<file path="src/design/cab_pkg.sv">
// shared types and constants for the arithmetic and branch execute unit
package cab_pkg;

  // operation codes presented by the decoder
  typedef enum logic [5:0] {
    CAB_OP_NOP        = 6'h00,
    CAB_OP_ADD        = 6'h01,
    CAB_OP_ADC        = 6'h02,
    CAB_OP_ADD_IMM_W  = 6'h03,
    CAB_OP_SUB        = 6'h04,
    CAB_OP_SUB_IMM    = 6'h05,
    CAB_OP_SUB_RC     = 6'h06,
    CAB_OP_SUB_IMM_C  = 6'h07,
    CAB_OP_SUB_IMM_W  = 6'h08,
    CAB_OP_AND        = 6'h09,
    CAB_OP_AND_IMM    = 6'h0a,
    CAB_OP_OR         = 6'h0b,
    CAB_OP_OR_IMM     = 6'h0c,
    CAB_OP_XOR        = 6'h0d,
    CAB_OP_ONES       = 6'h0e,
    CAB_OP_NEG        = 6'h0f,
    CAB_OP_SET_BITS   = 6'h10,
    CAB_OP_CLR_MASK   = 6'h11,
    CAB_OP_INC        = 6'h12,
    CAB_OP_DEC        = 6'h13,
    CAB_OP_TEST       = 6'h14,
    CAB_OP_CLR        = 6'h15,
    CAB_OP_SET_REG    = 6'h16,
    CAB_OP_MUL_U      = 6'h17,
    CAB_OP_MUL_S      = 6'h18,
    CAB_OP_MUL_SU     = 6'h19,
    CAB_OP_FRAC_MULT_UNSIGNED_U     = 6'h1a,
    CAB_OP_FRAC_MULT_UNSIGNED_S     = 6'h1b,
    CAB_OP_FRAC_MULT_UNSIGNED_SU    = 6'h1c,
    CAB_OP_REL_JUMP   = 6'h1d,
    CAB_OP_IND_JUMP   = 6'h1e,
    CAB_OP_ABS_JUMP   = 6'h1f,
    CAB_OP_REL_CALL   = 6'h20,
    CAB_OP_IND_CALL   = 6'h21,
    CAB_OP_ABS_CALL   = 6'h22,
    CAB_OP_RET        = 6'h23,
    CAB_OP_IRQ_RET    = 6'h24,
    CAB_OP_CMP_SKIP   = 6'h25,
    CAB_OP_CMP        = 6'h26,
    CAB_OP_CMP_CARRY  = 6'h27
  } cab_op_t;

  // status flag bit positions in the 8-bit status byte
  localparam int CAB_FLAG_C = 0;
  localparam int CAB_FLAG_Z = 1;
  localparam int CAB_FLAG_N = 2;
  localparam int CAB_FLAG_V = 3;
  localparam int CAB_FLAG_S = 4;
  localparam int CAB_FLAG_H = 5;
  localparam int CAB_FLAG_I = 7;

  // cycle counts per instruction class
  localparam logic [2:0] CAB_CYC_1 = 3'h1;
  localparam logic [2:0] CAB_CYC_2 = 3'h2;
  localparam logic [2:0] CAB_CYC_3 = 3'h3;
  localparam logic [2:0] CAB_CYC_4 = 3'h4;

  // program counter steps
  localparam logic [15:0] CAB_PC_STEP1 = 16'h0001;
  localparam logic [15:0] CAB_PC_STEP2 = 16'h0002;
  localparam logic [15:0] CAB_PC_STEP3 = 16'h0003;

  // constant patterns
  localparam logic [7:0] CAB_ALL_ONES = 8'hff;
  localparam logic [7:0] CAB_ZERO     = 8'h00;

  // one instruction issued by the decoder
  typedef struct packed {
    cab_op_t     op;        // operation
    logic [7:0]  rd;        // destination operand value (low byte of pair)
    logic [7:0]  rd_hi;     // high byte of a register pair
    logic [7:0]  rr;        // source register or immediate constant
    logic [15:0] target;    // offset, absolute target or z pointer
    logic [15:0] pc;        // address of this instruction
    logic        next_long; // following instruction is two words
  } cab_issue_t;

  // result handed back to the core
  typedef struct packed {
    logic        wr_rd;     // write result byte to destination
    logic        wr_pair;   // write 16-bit result to pair / r1:r0
    logic        wr_r10;    // pair is r1:r0 (multiplier)
    logic [15:0] result;    // result word (low byte for byte ops)
    logic        pc_load;   // program counter takes new_pc
    logic [15:0] new_pc;    // new program counter
    logic        push_ret;  // push return address (calls)
    logic        pop_ret;   // pop return address (returns)
    logic [7:0]  sreg;      // status byte after this instruction
  } cab_result_t;

endpackage

</file>
<file path="src/design/cab_mult.sv">
// 8x8 multiplier covering unsigned, signed, mixed and fractional forms
`timescale 1ns/1ns
module cab_mult
  import cab_pkg::*;
(
  input  wire logic [7:0]  a,        // multiplicand (rd)
  input  wire logic [7:0]  b,        // multiplier (rr)
  input  wire logic        a_signed, // rd taken as signed
  input  wire logic        b_signed, // rr taken as signed
  input  wire logic        frac,     // shift product left by one
  output logic      [15:0] product,  // product as written to r1:r0
  output logic             carry     // bit 15 of the unshifted product
);

  logic signed [17:0] full;  // 9x9 signed product covers all forms
  logic        [15:0] raw;   // product before fractional shift

  // extend each operand by its own sign choice, then one signed multiply
  always_comb begin
    full    = $signed({a_signed & a[7], a}) * $signed({b_signed & b[7], b});
    raw     = full[15:0];
    carry   = raw[15];
    // fractional forms drop the top bit to keep the binary point
    product = frac ? {raw[14:0], 1'b0} : raw;
  end

endmodule

</file>
<file path="src/design/cab_execute.sv">
// execute stage for arithmetic, logic, multiply, jump, call and skip
`timescale 1ns/1ns
module cab_execute
  import cab_pkg::*;
(
  input  wire logic        sys_clk,     // core clock, 250 MHz
  input  wire logic        reset_n,     // asynchronous reset, active low
  input  wire logic        issue_valid, // decoder presents an instruction
  input  wire cab_issue_t  issue,       // instruction and operands
  input  wire logic [7:0]  sreg_in,     // current status byte
  input  wire logic [15:0] ret_addr,    // popped return address
  output logic             issue_ready, // unit can take an instruction
  output logic             done,        // one-cycle result strobe
  output cab_result_t      res          // result, valid with done
);

  // execution sequencer states
  typedef enum logic [1:0] {
    CAB_ST_IDLE = 2'b01,
    CAB_ST_BUSY = 2'b10
  } cab_state_t;

  logic        rst_meta;   // reset release stage one
  logic        rst_sync_n; // reset released through two flops
  cab_state_t  state;      // sequencer state
  logic [2:0]  cyc_left;   // remaining cycles of this instruction
  cab_result_t held;       // result computed at issue, held till done
  cab_result_t next_res;   // combinational result of the issue
  logic [2:0]  next_cyc;   // cycle count of the issue
  logic [15:0] mprod;      // multiplier product
  logic        mcarry;     // multiplier carry
  logic        m_as;       // rd signed
  logic        m_bs;       // rr signed
  logic        m_fr;       // fractional

  // status update for 8-bit add/sub: returns {h,v,n,z,c}
  function automatic logic [4:0] cab_flags8(
    input logic [7:0] a, input logic [7:0] b, input logic [7:0] r,
    input logic sub, input logic keep_z);
    logic c;
    logic h;
    logic v;
    logic z;
    c = sub ? ((~a[7] & b[7]) | (b[7] & r[7]) | (r[7] & ~a[7]))
            : ((a[7] & b[7]) | (b[7] & ~r[7]) | (~r[7] & a[7]));
    h = sub ? ((~a[3] & b[3]) | (b[3] & r[3]) | (r[3] & ~a[3]))
            : ((a[3] & b[3]) | (b[3] & ~r[3]) | (~r[3] & a[3]));
    v = sub ? ((a[7] & ~b[7] & ~r[7]) | (~a[7] & b[7] & r[7]))
            : ((a[7] & b[7] & ~r[7]) | (~a[7] & ~b[7] & r[7]));
    // carry-chained forms keep Z clear unless the result stays zero
    z = (r == CAB_ZERO) & keep_z;
    return {h, v, r[7], z, c};
  endfunction

  // place flags into a status byte: S is always N xor V
  function automatic logic [7:0] cab_put(
    input logic [7:0] s, input logic [4:0] f, input logic upd_h,
    input logic upd_c);
    logic [7:0] o;
    o = s;
    if (upd_c) begin
      o[CAB_FLAG_C] = f[0];
    end
    o[CAB_FLAG_Z] = f[1];
    o[CAB_FLAG_N] = f[2];
    o[CAB_FLAG_V] = f[3];
    o[CAB_FLAG_S] = f[2] ^ f[3];
    if (upd_h) begin
      o[CAB_FLAG_H] = f[4];
    end
    return o;
  endfunction

  // multiplier mode select
  always_comb begin
    m_as = issue.op inside {CAB_OP_MUL_S, CAB_OP_MUL_SU, CAB_OP_FRAC_MULT_UNSIGNED_S,
                            CAB_OP_FRAC_MULT_UNSIGNED_SU};
    m_bs = issue.op inside {CAB_OP_MUL_S, CAB_OP_FRAC_MULT_UNSIGNED_S};
    m_fr = issue.op inside {CAB_OP_FRAC_MULT_UNSIGNED_U, CAB_OP_FRAC_MULT_UNSIGNED_S, CAB_OP_FRAC_MULT_UNSIGNED_SU};
  end

  cab_mult u_mult (
    .a        (issue.rd),
    .b        (issue.rr),
    .a_signed (m_as),
    .b_signed (m_bs),
    .frac     (m_fr),
    .product  (mprod),
    .carry    (mcarry)
  );

  // reset release through two flops
  always_ff @(posedge sys_clk or negedge reset_n) begin
    if (!reset_n) begin
      rst_meta   <= 1'b0;
      rst_sync_n <= 1'b0;
    end else begin
      rst_meta   <= 1'b1;
      rst_sync_n <= rst_meta;
    end
  end

  // compute result, flags, program counter and cycle count of an issue
  always_comb begin
    logic [7:0]  a;
    logic [7:0]  b;
    logic [7:0]  r;
    logic [15:0] w;
    logic [15:0] w_in;
    logic        cin;
    logic [15:0] pc1;
    logic [15:0] skip_pc;
    a        = issue.rd;
    b        = issue.rr;
    r        = CAB_ZERO;
    w_in     = {issue.rd_hi, issue.rd};
    w        = 16'h0000;
    cin      = sreg_in[CAB_FLAG_C];
    pc1      = issue.pc + CAB_PC_STEP1;
    skip_pc  = issue.pc + (issue.next_long ? CAB_PC_STEP3 : CAB_PC_STEP2);
    next_res = '0;
    next_res.sreg   = sreg_in;
    next_res.new_pc = pc1;
    next_cyc = CAB_CYC_1;
    unique case (issue.op)
      CAB_OP_ADD, CAB_OP_ADC: begin
        r = a + b + {7'h00, (issue.op == CAB_OP_ADC) & cin};
        next_res.wr_rd = 1'b1;
        next_res.sreg  = cab_put(sreg_in, cab_flags8(a, b, r, 1'b0, 1'b1),
                                 1'b1, 1'b1);
      end
      CAB_OP_SUB, CAB_OP_SUB_IMM, CAB_OP_CMP: begin
        r = a - b;
        // compare writes nothing back
        next_res.wr_rd = issue.op != CAB_OP_CMP;
        next_res.sreg  = cab_put(sreg_in, cab_flags8(a, b, r, 1'b1, 1'b1),
                                 1'b1, 1'b1);
      end
      CAB_OP_SUB_RC, CAB_OP_SUB_IMM_C, CAB_OP_CMP_CARRY: begin
        r = a - b - {7'h00, cin};
        next_res.wr_rd = issue.op != CAB_OP_CMP_CARRY;
        // zero flag only stays set across a chain of zero bytes
        next_res.sreg  = cab_put(sreg_in,
          cab_flags8(a, b, r, 1'b1, sreg_in[CAB_FLAG_Z]), 1'b1, 1'b1);
      end
      CAB_OP_ADD_IMM_W, CAB_OP_SUB_IMM_W: begin
        // word forms: 16-bit result, S written with the others
        w = (issue.op == CAB_OP_ADD_IMM_W) ? w_in + {8'h00, b}
                                           : w_in - {8'h00, b};
        next_res.wr_pair = 1'b1;
        next_cyc = CAB_CYC_2;
        next_res.sreg = cab_put(sreg_in, {1'b0,
          (issue.op == CAB_OP_ADD_IMM_W) ? (~w_in[15] & w[15])
                                         : (w_in[15] & ~w[15]),
          w[15], w == 16'h0000,
          (issue.op == CAB_OP_ADD_IMM_W) ? (w_in[15] & ~w[15])
                                         : (~w_in[15] & w[15])},
          1'b0, 1'b1);
      end
      CAB_OP_AND, CAB_OP_AND_IMM, CAB_OP_OR, CAB_OP_OR_IMM, CAB_OP_XOR,
      CAB_OP_SET_BITS, CAB_OP_CLR_MASK, CAB_OP_TEST, CAB_OP_CLR: begin
        unique case (issue.op)
          CAB_OP_AND, CAB_OP_AND_IMM: r = a & b;
          CAB_OP_OR, CAB_OP_OR_IMM, CAB_OP_SET_BITS: r = a | b;
          CAB_OP_XOR: r = a ^ b;
          CAB_OP_CLR_MASK: r = a & (CAB_ALL_ONES - b);
          CAB_OP_TEST: r = a & a;
          default: r = a ^ a;
        endcase
        // test leaves the register alone, only the flags move
        next_res.wr_rd = issue.op != CAB_OP_TEST;
        next_res.sreg  = cab_put(sreg_in, {1'b0, 1'b0, r[7],
                                 r == CAB_ZERO, 1'b0}, 1'b0, 1'b0);
      end
      CAB_OP_INC, CAB_OP_DEC: begin
        r = (issue.op == CAB_OP_INC) ? a + 8'h01 : a - 8'h01;
        next_res.wr_rd = 1'b1;
        // overflow only at the signed wrap point
        next_res.sreg = cab_put(sreg_in, {1'b0,
          (issue.op == CAB_OP_INC) ? (r == 8'h80) : (r == 8'h7f),
          r[7], r == CAB_ZERO, 1'b0}, 1'b0, 1'b0);
      end
      CAB_OP_ONES: begin
        r = CAB_ALL_ONES - a;
        next_res.wr_rd = 1'b1;
        next_res.sreg  = cab_put(sreg_in, {1'b0, 1'b0, r[7],
                                 r == CAB_ZERO, 1'b1}, 1'b0, 1'b1);
      end
      CAB_OP_NEG: begin
        r = CAB_ZERO - a;
        next_res.wr_rd = 1'b1;
        next_res.sreg  = cab_put(sreg_in,
          cab_flags8(CAB_ZERO, a, r, 1'b1, 1'b1), 1'b1, 1'b1);
      end
      CAB_OP_SET_REG: begin
        r = CAB_ALL_ONES;
        next_res.wr_rd = 1'b1;
      end
      CAB_OP_MUL_U, CAB_OP_MUL_S, CAB_OP_MUL_SU,
      CAB_OP_FRAC_MULT_UNSIGNED_U, CAB_OP_FRAC_MULT_UNSIGNED_S, CAB_OP_FRAC_MULT_UNSIGNED_SU: begin
        w = mprod;
        next_res.wr_pair = 1'b1;
        next_res.wr_r10  = 1'b1;
        next_cyc = CAB_CYC_2;
        next_res.sreg[CAB_FLAG_Z] = mprod == 16'h0000;
        next_res.sreg[CAB_FLAG_C] = mcarry;
      end
      CAB_OP_REL_JUMP, CAB_OP_REL_CALL: begin
        next_res.pc_load  = 1'b1;
        next_res.new_pc   = pc1 + issue.target;
        next_res.push_ret = issue.op == CAB_OP_REL_CALL;
        next_cyc = (issue.op == CAB_OP_REL_CALL) ? CAB_CYC_3
                                                 : CAB_CYC_2;
      end
      CAB_OP_IND_JUMP, CAB_OP_IND_CALL: begin
        next_res.pc_load  = 1'b1;
        next_res.new_pc   = issue.target;
        next_res.push_ret = issue.op == CAB_OP_IND_CALL;
        next_cyc = (issue.op == CAB_OP_IND_CALL) ? CAB_CYC_3
                                                 : CAB_CYC_2;
      end
      CAB_OP_ABS_JUMP, CAB_OP_ABS_CALL: begin
        next_res.pc_load  = 1'b1;
        next_res.new_pc   = issue.target;
        next_res.push_ret = issue.op == CAB_OP_ABS_CALL;
        next_cyc = (issue.op == CAB_OP_ABS_CALL) ? CAB_CYC_4
                                                 : CAB_CYC_3;
      end
      CAB_OP_RET, CAB_OP_IRQ_RET: begin
        next_res.pc_load = 1'b1;
        next_res.new_pc  = ret_addr;
        next_res.pop_ret = 1'b1;
        next_cyc = CAB_CYC_4;
        // interrupt return re-enables interrupts globally
        if (issue.op == CAB_OP_IRQ_RET) begin
          next_res.sreg[CAB_FLAG_I] = 1'b1;
        end
      end
      CAB_OP_CMP_SKIP: begin
        // equal: skip one or two words, flags untouched
        if (a == b) begin
          next_res.pc_load = 1'b1;
          next_res.new_pc  = skip_pc;
          next_cyc = issue.next_long ? CAB_CYC_3 : CAB_CYC_2;
        end
      end
      default: begin
        next_cyc = CAB_CYC_1;
      end
    endcase
    // byte results sit in the low byte of the word
    next_res.result = (next_res.wr_pair) ? w : {8'h00, r};
  end

  // sequencer: take an issue, count its cycles, strobe done at the end
  always_ff @(posedge sys_clk or negedge rst_sync_n) begin
    if (!rst_sync_n) begin
      state    <= CAB_ST_IDLE;
      cyc_left <= 3'h0;
      held     <= '0;
    end else begin
      unique case (state)
        CAB_ST_IDLE: begin
          if (issue_valid) begin
            held     <= next_res;
            cyc_left <= next_cyc;
            state    <= CAB_ST_BUSY;
          end
        end
        CAB_ST_BUSY: begin
          if (cyc_left == CAB_CYC_1) begin
            state <= CAB_ST_IDLE;
          end
          cyc_left <= cyc_left - 3'h1;
        end
      endcase
    end
  end

  // registered outputs
  always_ff @(posedge sys_clk or negedge rst_sync_n) begin
    if (!rst_sync_n) begin
      done        <= 1'b0;
      res         <= '0;
      issue_ready <= 1'b0;
    end else begin
      // done pulses in the cycle after the last counted cycle of the instruction
      done        <= (state == CAB_ST_BUSY) && (cyc_left == CAB_CYC_1);
      res         <= held;
      // ready when idle and not just taking an issue, or busy in the last counted cycle
      issue_ready <= ((state == CAB_ST_IDLE) && !issue_valid) ||
                     ((state == CAB_ST_BUSY) && (cyc_left == CAB_CYC_1));
    end
  end

endmodule

</file>
<file path="config.mk">
export PLATFORM = sky130hd
export DESIGN_NAME = cab_execute
export DESIGN_NICKNAME = d
export VERILOG_FILES = /design/src/design/cab_pkg.sv /design/src/design/cab_mult.sv /design/src/design/cab_execute.sv
export SDC_FILE = /design/constraint.sdc
export NUM_CORES = 1
export LEC_CHECK = 0
export ABC_AREA = 1
export BUFFER_PORTS_ARGS = -buffer_cell sky130_fd_sc_hd__buf_4
export CORE_AREA = 2 2 217 165
export DETAILED_ROUTE_END_ITERATION = 10
export DIE_AREA = 0 0 219 167
export PLACE_DENSITY = 0.62
export SYNTH_ARGS = -nofsm -noshare
export SYNTH_HDL_FRONTEND = slang
export SYNTH_SLANG_ARGS = --single-unit
</file>
<file path="constraint.sdc">
create_clock -name sys_clk -period 4 [get_ports sys_clk]
set_clock_uncertainty 0.15 [all_clocks]
set_input_delay 1 -clock sys_clk [delete_from_list [all_inputs] [get_ports sys_clk]]
set_output_delay 1 -clock sys_clk [all_outputs]
set_load 0.005 [all_outputs]
</file>
==> flow_summary.ini, run 1 <==
[critical_path]
cp_slowest_stage_delay_ns = 0.52
r2r_end = held[17]
cp_max_fo = 5
crit_family = adder cells
r2r_cells = 8
criticalPathCategory = in -> reg
timing.rr.start = state[0]
worstPathRequired_ns = 4.08
r2r_slack_ns = 1.79
endpoint_kind = flip-flop
arrival_ns = 5.78
critPathSlowestCell = fa_1
cp-start-kind = primary input
path_common_cell = fa_1
cp_num_buf_inv = 9

[cells_and_area]
most-common-layout-cells = 449 x nand2_1, 404 x buf_4, 318 x inv_1, 117 x nor2_1, 114 x nand3_1
layout_commonest_cell = nand2_1
register_area_sq_mm = 0.00253
multi_input_area_sq_mm = 0.00957
fill_cells = 3469
fin_util_pct = 51.5
area_delta_synth_final_pct = 37.0
n_antenna_cell = 0
nets = 2546
layout-drive-gt1-share_pct = 29.3

[timing]
rsz0062_at_grt = yes
fmax_ghz = 0.175
fin_crit_sh_pct = 143
tightest_slew_ns = 0.785
max_slew_margin_pct = 47.7
layout_setup_ws_ns = -1.70
fin_hold_ws_ns = 0.200
hold_viol_final = 0
final_max_slew_viol_count = 0
fin_crit_ns = 5.70
finalSetupTns_ns = -17.64
setup_viol = 14

[run_status]
failed_checks = setup timing
status = finished, violations left

[cts]
htreeDepth = 3
root_buffer = clkbuf_16
cts_sinks = 101
holdBufCountCts = 0
cts.path.max_buffers = 2
clock_latency_ns = 0.37
cts_tree = yes
clk_pin_slew_ns = 0.07
cts_made_buffers = 9

[pwr]
ir_drop_mv = 0.232
power_mw = 6.75
p_leak_nw = 9.62
p_per_area_mw_per_mm2 = 381

[drt]
wl_per_cell_um = 18.5
drt_iter0_drc = 1284
via_per_inst = 5.10
wl_um = 50700
wl_met1_um = 25100
wl_met2_um = 20300
dr.pass1.iters = 6
ant_nets = 0
highest_layer = met5
drc = 0
vias = 14000
dr_wl_met3_um = 4700

[synth]
synth_edf_count = 0
syn-mean-instance-area_sq_um = 6.89
syn_inst = 1876
ys.flop_type = dfrtp_1
ys_async_sr_fraction_pct = 100
synth_cell_types = 72
seq_area_frac_synth_pct = 19.5
synthTopCellsByArea = dfrtp_1 19%, nand2_1 14%, fa_1 11%
synth_top_area_share_pct = 19.3
synth_area_sq_mm = 0.0129
syn_nets = 2150
synth_top_area_cell = dfrtp_1
ys_warn_count = 0
ys_ff_latch = 101

[place]
dp_slack_ns = -2.31
numPortBuffers = 137
post-dp-hpwl_um = 42100
globalplace.congestion = 1.03

[global_route]
grt_pass1_wl_um = 78000
grt_pass1_vias = 13700
antenna_found_initial = 1
gr-total-overflow = 0
grt_max_degree = 62
grt_usage_pct = 27.9

[hold_path]
holdPathStages = 0
min_to = rst_sync_n
min_path_type = reg -> reg
worstHoldStart = rst_meta

[floorplanning]
core_sq_mm = 0.0344
row_count = 59
initial_core_util_pct = 37.6
die-width_um = 219
ioPinCount = 138
dieHeight_um = 167
die-area_sq_mm = 0.0366

[flow_run]
maxCapViolCount = 0
## through the flow
step,instance area (sq um),cells
2_1_floorplan,13200,1876
3_3_place_gp,16500,2694
3_5_place_dp,16500,2694
4_1_cts,17300,2719
5_1_grt,17700,2734
6_report,17700,2734
## registers in the layout (all words and copies together), names as in the netlist
| name | count |
|---|---|
| cyc_left | 3 |
| rst_sync_n | 1 |
| issue_ready | 1 |
| rst_meta | 1 |
| state | 2 |
| res | 46 |
| done | 1 |
| held | 46 |
## report_power, final
part / switching (mW) / internal (mW)
Sequential: 0.195 / 1.41
Combinational: 2.27 / 2.00
Clock: 0.437 / 0.438
Total: 2.90 / 3.85
## layer usage
layer / GRT usage [%] / vias up
met4: 3.67 / 2
met1: 42.9 / 6623
met2: 39.1 / 492
li1: - / 6787
met5: 0 / -
met3: 8.05 / 51
## repair_timing
item                                    CTS  global route
gates resized for setup                 114            64
pin swaps                                47            43
setup buffers                            11            15
hold endpoints to repair                  0             0
endpoints found under the setup margin   17            21
## worst max-delay path by stage
stage	start	end	slack [ns]	cells past startpoint
2_1_floorplan	issue[58]	held[40]	-1.90	26
4_1_cts	issue[57]	held[1]	-1.71	30
6_report	issue[58]	held[38]	-1.70	26
3_5_place_dp	issue[59]	held[1]	-2.31	30
5_1_grt	issue[57]	held[1]	-1.93	29
3_3_place_gp	issue[59]	held[1]	-2.25	30
## cell usage after synthesis, drive strengths merged (2+ instances only)
| master | instances |
|---|---|
| nand2 | 482 |
| inv | 369 |
| nor2 | 145 |
| nand3 | 131 |
| ha | 111 |
| dfrtp | 100 |
| a21oi | 95 |
| o21ai | 84 |
| fa | 73 |
| xor2 | 47 |
| nand4 | 35 |
| clkbuf | 27 |
| nor3 | 18 |
| o22ai | 18 |
| buf | 15 |
| o211ai | 14 |
| xnor2 | 12 |
| o221ai | 10 |
| or2 | 10 |
| nor4 | 9 |
| a221oi | 8 |
| a31oi | 7 |
| a211oi | 6 |
| o2111ai | 5 |
| o21a | 5 |
| clkinv | 4 |
| nand3b | 4 |
| o21bai | 4 |
| a21o | 3 |
| a22oi | 3 |
| and2 | 3 |
| a21boi | 2 |
| mux2 | 2 |
## final cells by class
type / count / share of cell area, %
Timing Repair Buffer: 427 / 18.9
Tap cell: 457 / 3.23
Clock inverter: 7 / 0.381
Sequential cell: 101 / 14.3
Multi-Input combinational cell: 1360 / 54.0
Clock buffer: 9 / 1.27
Inverter: 373 / 7.97
## cell families (layout without fill, tap and decap cells)
group                    Yosys count  count (layout)  share of synthesized area, %
AND/OR/NAND/NOR                  838             838                          28.8
buffers and inverters            415             816                          12.3
AO/OA/AOI/OAI                    275             275                          12.9
adder cells (fa/ha/maj)          184             184                          22.0
flip-flops                       101             101                          19.5
XOR/XNOR                          60              60                          4.23
multiplexers                       2               2                         0.174
other                              1               1                        0.0290
Power figures use the tool's default switching activity.
==> run 2: changes to the inputs <==
--- a/config.mk
+++ b/config.mk
@@ -7,6 +7,7 @@
 export LEC_CHECK = 0
 export ABC_AREA = 1
 export BUFFER_PORTS_ARGS = -buffer_cell sky130_fd_sc_hd__buf_4
+export CAP_MARGIN = 20
 export CORE_AREA = 2 2 217 165
 export DETAILED_ROUTE_END_ITERATION = 10
 export DIE_AREA = 0 0 219 167
==> constraint.sdc (replaced) <==
create_clock -name sys_clk -period 5.9 [get_ports sys_clk]
set_clock_uncertainty 0.15 [all_clocks]
set_input_delay 1.475 -clock sys_clk [delete_from_list [all_inputs] [get_ports sys_clk]]
set_output_delay 1.475 -clock sys_clk [all_outputs]
set_load 0.005 [all_outputs]
==> run 2 against run 1 <==
Compared with the run above: the flow still finishes with violations (setup timing); non-clock buffer count is 161 lower; global-route usage is 1.8 points lower; wire length is 6.4% lower; sequential power is 32% lower; worst hold slack worse by 0.11 ns; die area stayed put; sequential share of layout area is 1.5 points higher; critical path type unchanged; critical endpoint is now held[37]; largest power group unchanged.
==> flow_summary.ini, run 2 (synthesis results as in run 1) <==
[run_status]
status = finished, violations left
failed_checks = setup timing

[cells_and_area]
layout-drive-gt1-share_pct = 20.7
nets = 2385
final_area_sq_mm = 0.0161
fill_cells = 3538
most-common-layout-cells = 459 x nand2_1, 334 x inv_1, 261 x buf_4, 121 x nor2_1, 116 x nand3_1
multi_input_area_sq_mm = 0.00921
layout_commonest_cell = nand2_1
largestRegisters = held x46, res x46, cyc_left x3
area_delta_synth_final_pct = 24.2
register_area_sq_mm = 0.00253

[timing]
hold_viol_final = 0
max_slew_margin_pct = 36.5
rsz0062_at_grt = yes
setup_viol = 8
fin_crit_ns = 6.27
fin_crit_sh_pct = 106
final_max_slew_viol_count = 0
tightest_slew_ns = 0.952
fmax_ghz = 0.160
finalSetupTns_ns = -2.09
layout_setup_ws_ns = -0.368

[critical_path]
path_common_cell = fa_1
arrival_ns = 6.38
cp_max_fo = 6
criticalPathCategory = in -> reg
r2r_cells = 8
critPathSlowestCell = fa_1
cp_slowest_stage_delay_ns = 0.52
cp-start-kind = primary input
worstPathRequired_ns = 6.01
endpoint_kind = flip-flop

[floorplanning]
core_sq_mm = 0.0344
die-width_um = 219
ioPinCount = 138
row_count = 59
dieHeight_um = 167
die-area_sq_mm = 0.0366
initial_core_util_pct = 37.6

[cts]
htreeDepth = 3
cts_made_buffers = 9
clock_latency_ns = 0.37
cts_sinks = 101
root_buffer = clkbuf_16
cts_tree = yes
clk_pin_slew_ns = 0.07
cts.path.max_buffers = 2

[drt]
ant_nets = 0
wl_um = 47400
via_per_inst = 5.17
dr.pass1.iters = 6
wl_per_cell_um = 18.4
drc = 0
vias = 13300
drt_iter0_drc = 1331

[global_route]
grt_max_degree = 74
gr-total-overflow = 0
grt_usage_pct = 26.1
grt_pass1_wl_um = 73200
grt_pass1_vias = 12800
antenna_found_initial = 1

[place]
place_area_sq_mm = 0.0153
dp_slack_ns = -0.817
globalplace.congestion = 1.00
numPortBuffers = 137
post-dp-hpwl_um = 39200

[pwr]
p_leak_nw = 8.79
ir_drop_mv = 0.230
p_per_area_mw_per_mm2 = 269
power_mw = 4.32

[flow_run]
maxCapViolCount = 0

[hold_path]
min_path_type = reg -> async
## run 2: layout make-up
cell class                      count  share of cell area (%)
Timing Repair Buffer              266                    12.7
Inverter                          373                    8.76
Antenna cell                        1                  0.0156
Tap cell                          457                    3.56
Sequential cell                   101                    15.8
Clock inverter                      7                   0.514
Clock buffer                        9                    1.40
Multi-Input combinational cell   1360                    57.3
## run 2: worst paths after layout
check                            from         end  slack (ns)
max reg2reg                  state[0]    held[17]        3.43
min reg2reg                rst_sync_n     res[36]        0.09
min in group sys_clk         rst_meta  rst_sync_n        0.21
max in group asynchronous  rst_sync_n     res[12]        4.21
max                         issue[59]    held[37]       -0.37
min                        rst_sync_n     res[36]        0.09
## run 2: power breakdown
part           switching (mW)  internal [mW]
registers               0.127          0.959
clock network           0.284          0.335
logic                    1.44           1.18
## run 2: what timing repair did
action	CTS	global route
resized for setup	37	37
pin swaps	25	34
buffers inserted	8	4
setup endpoints to repair	10	10
hold buffers	0	0
gates cloned	0	0
## run 2: through the flow
step           cells  hold WS [ns]  utilization (%)
2_1_floorplan   1876         0.181                -
3_3_place_gp    2545         0.101             44.5
3_5_place_dp    2545         0.100             44.5
4_1_cts         2569         0.100             46.1
5_1_grt         2574         0.127             46.7
6_report        2574        0.0944             46.7
## run 2: worst max-delay path: cells and delay by family
family | cells | cell delay (ns)
buffers and inverters | 9 | 0.69
AOI/OAI and AO/OA | 4 | 0.32
muxes | 1 | 0.28
xor gates and xnor gates | 1 | 0.19
adders and majority gates | 6 | 2.73
and+or+nand+nor | 8 | 0.65
## run 2: metal layers
metal / GRT usage (%) / vias up / share of wire (%)
li1: - / 6470 / -
met5: 0 / - / 0
met2: 35.8 / 504 / 39
met4: 4.64 / 0 / 1.3
met3: 5.81 / 33 / 9.1
met1: 41.4 / 6312 / 50
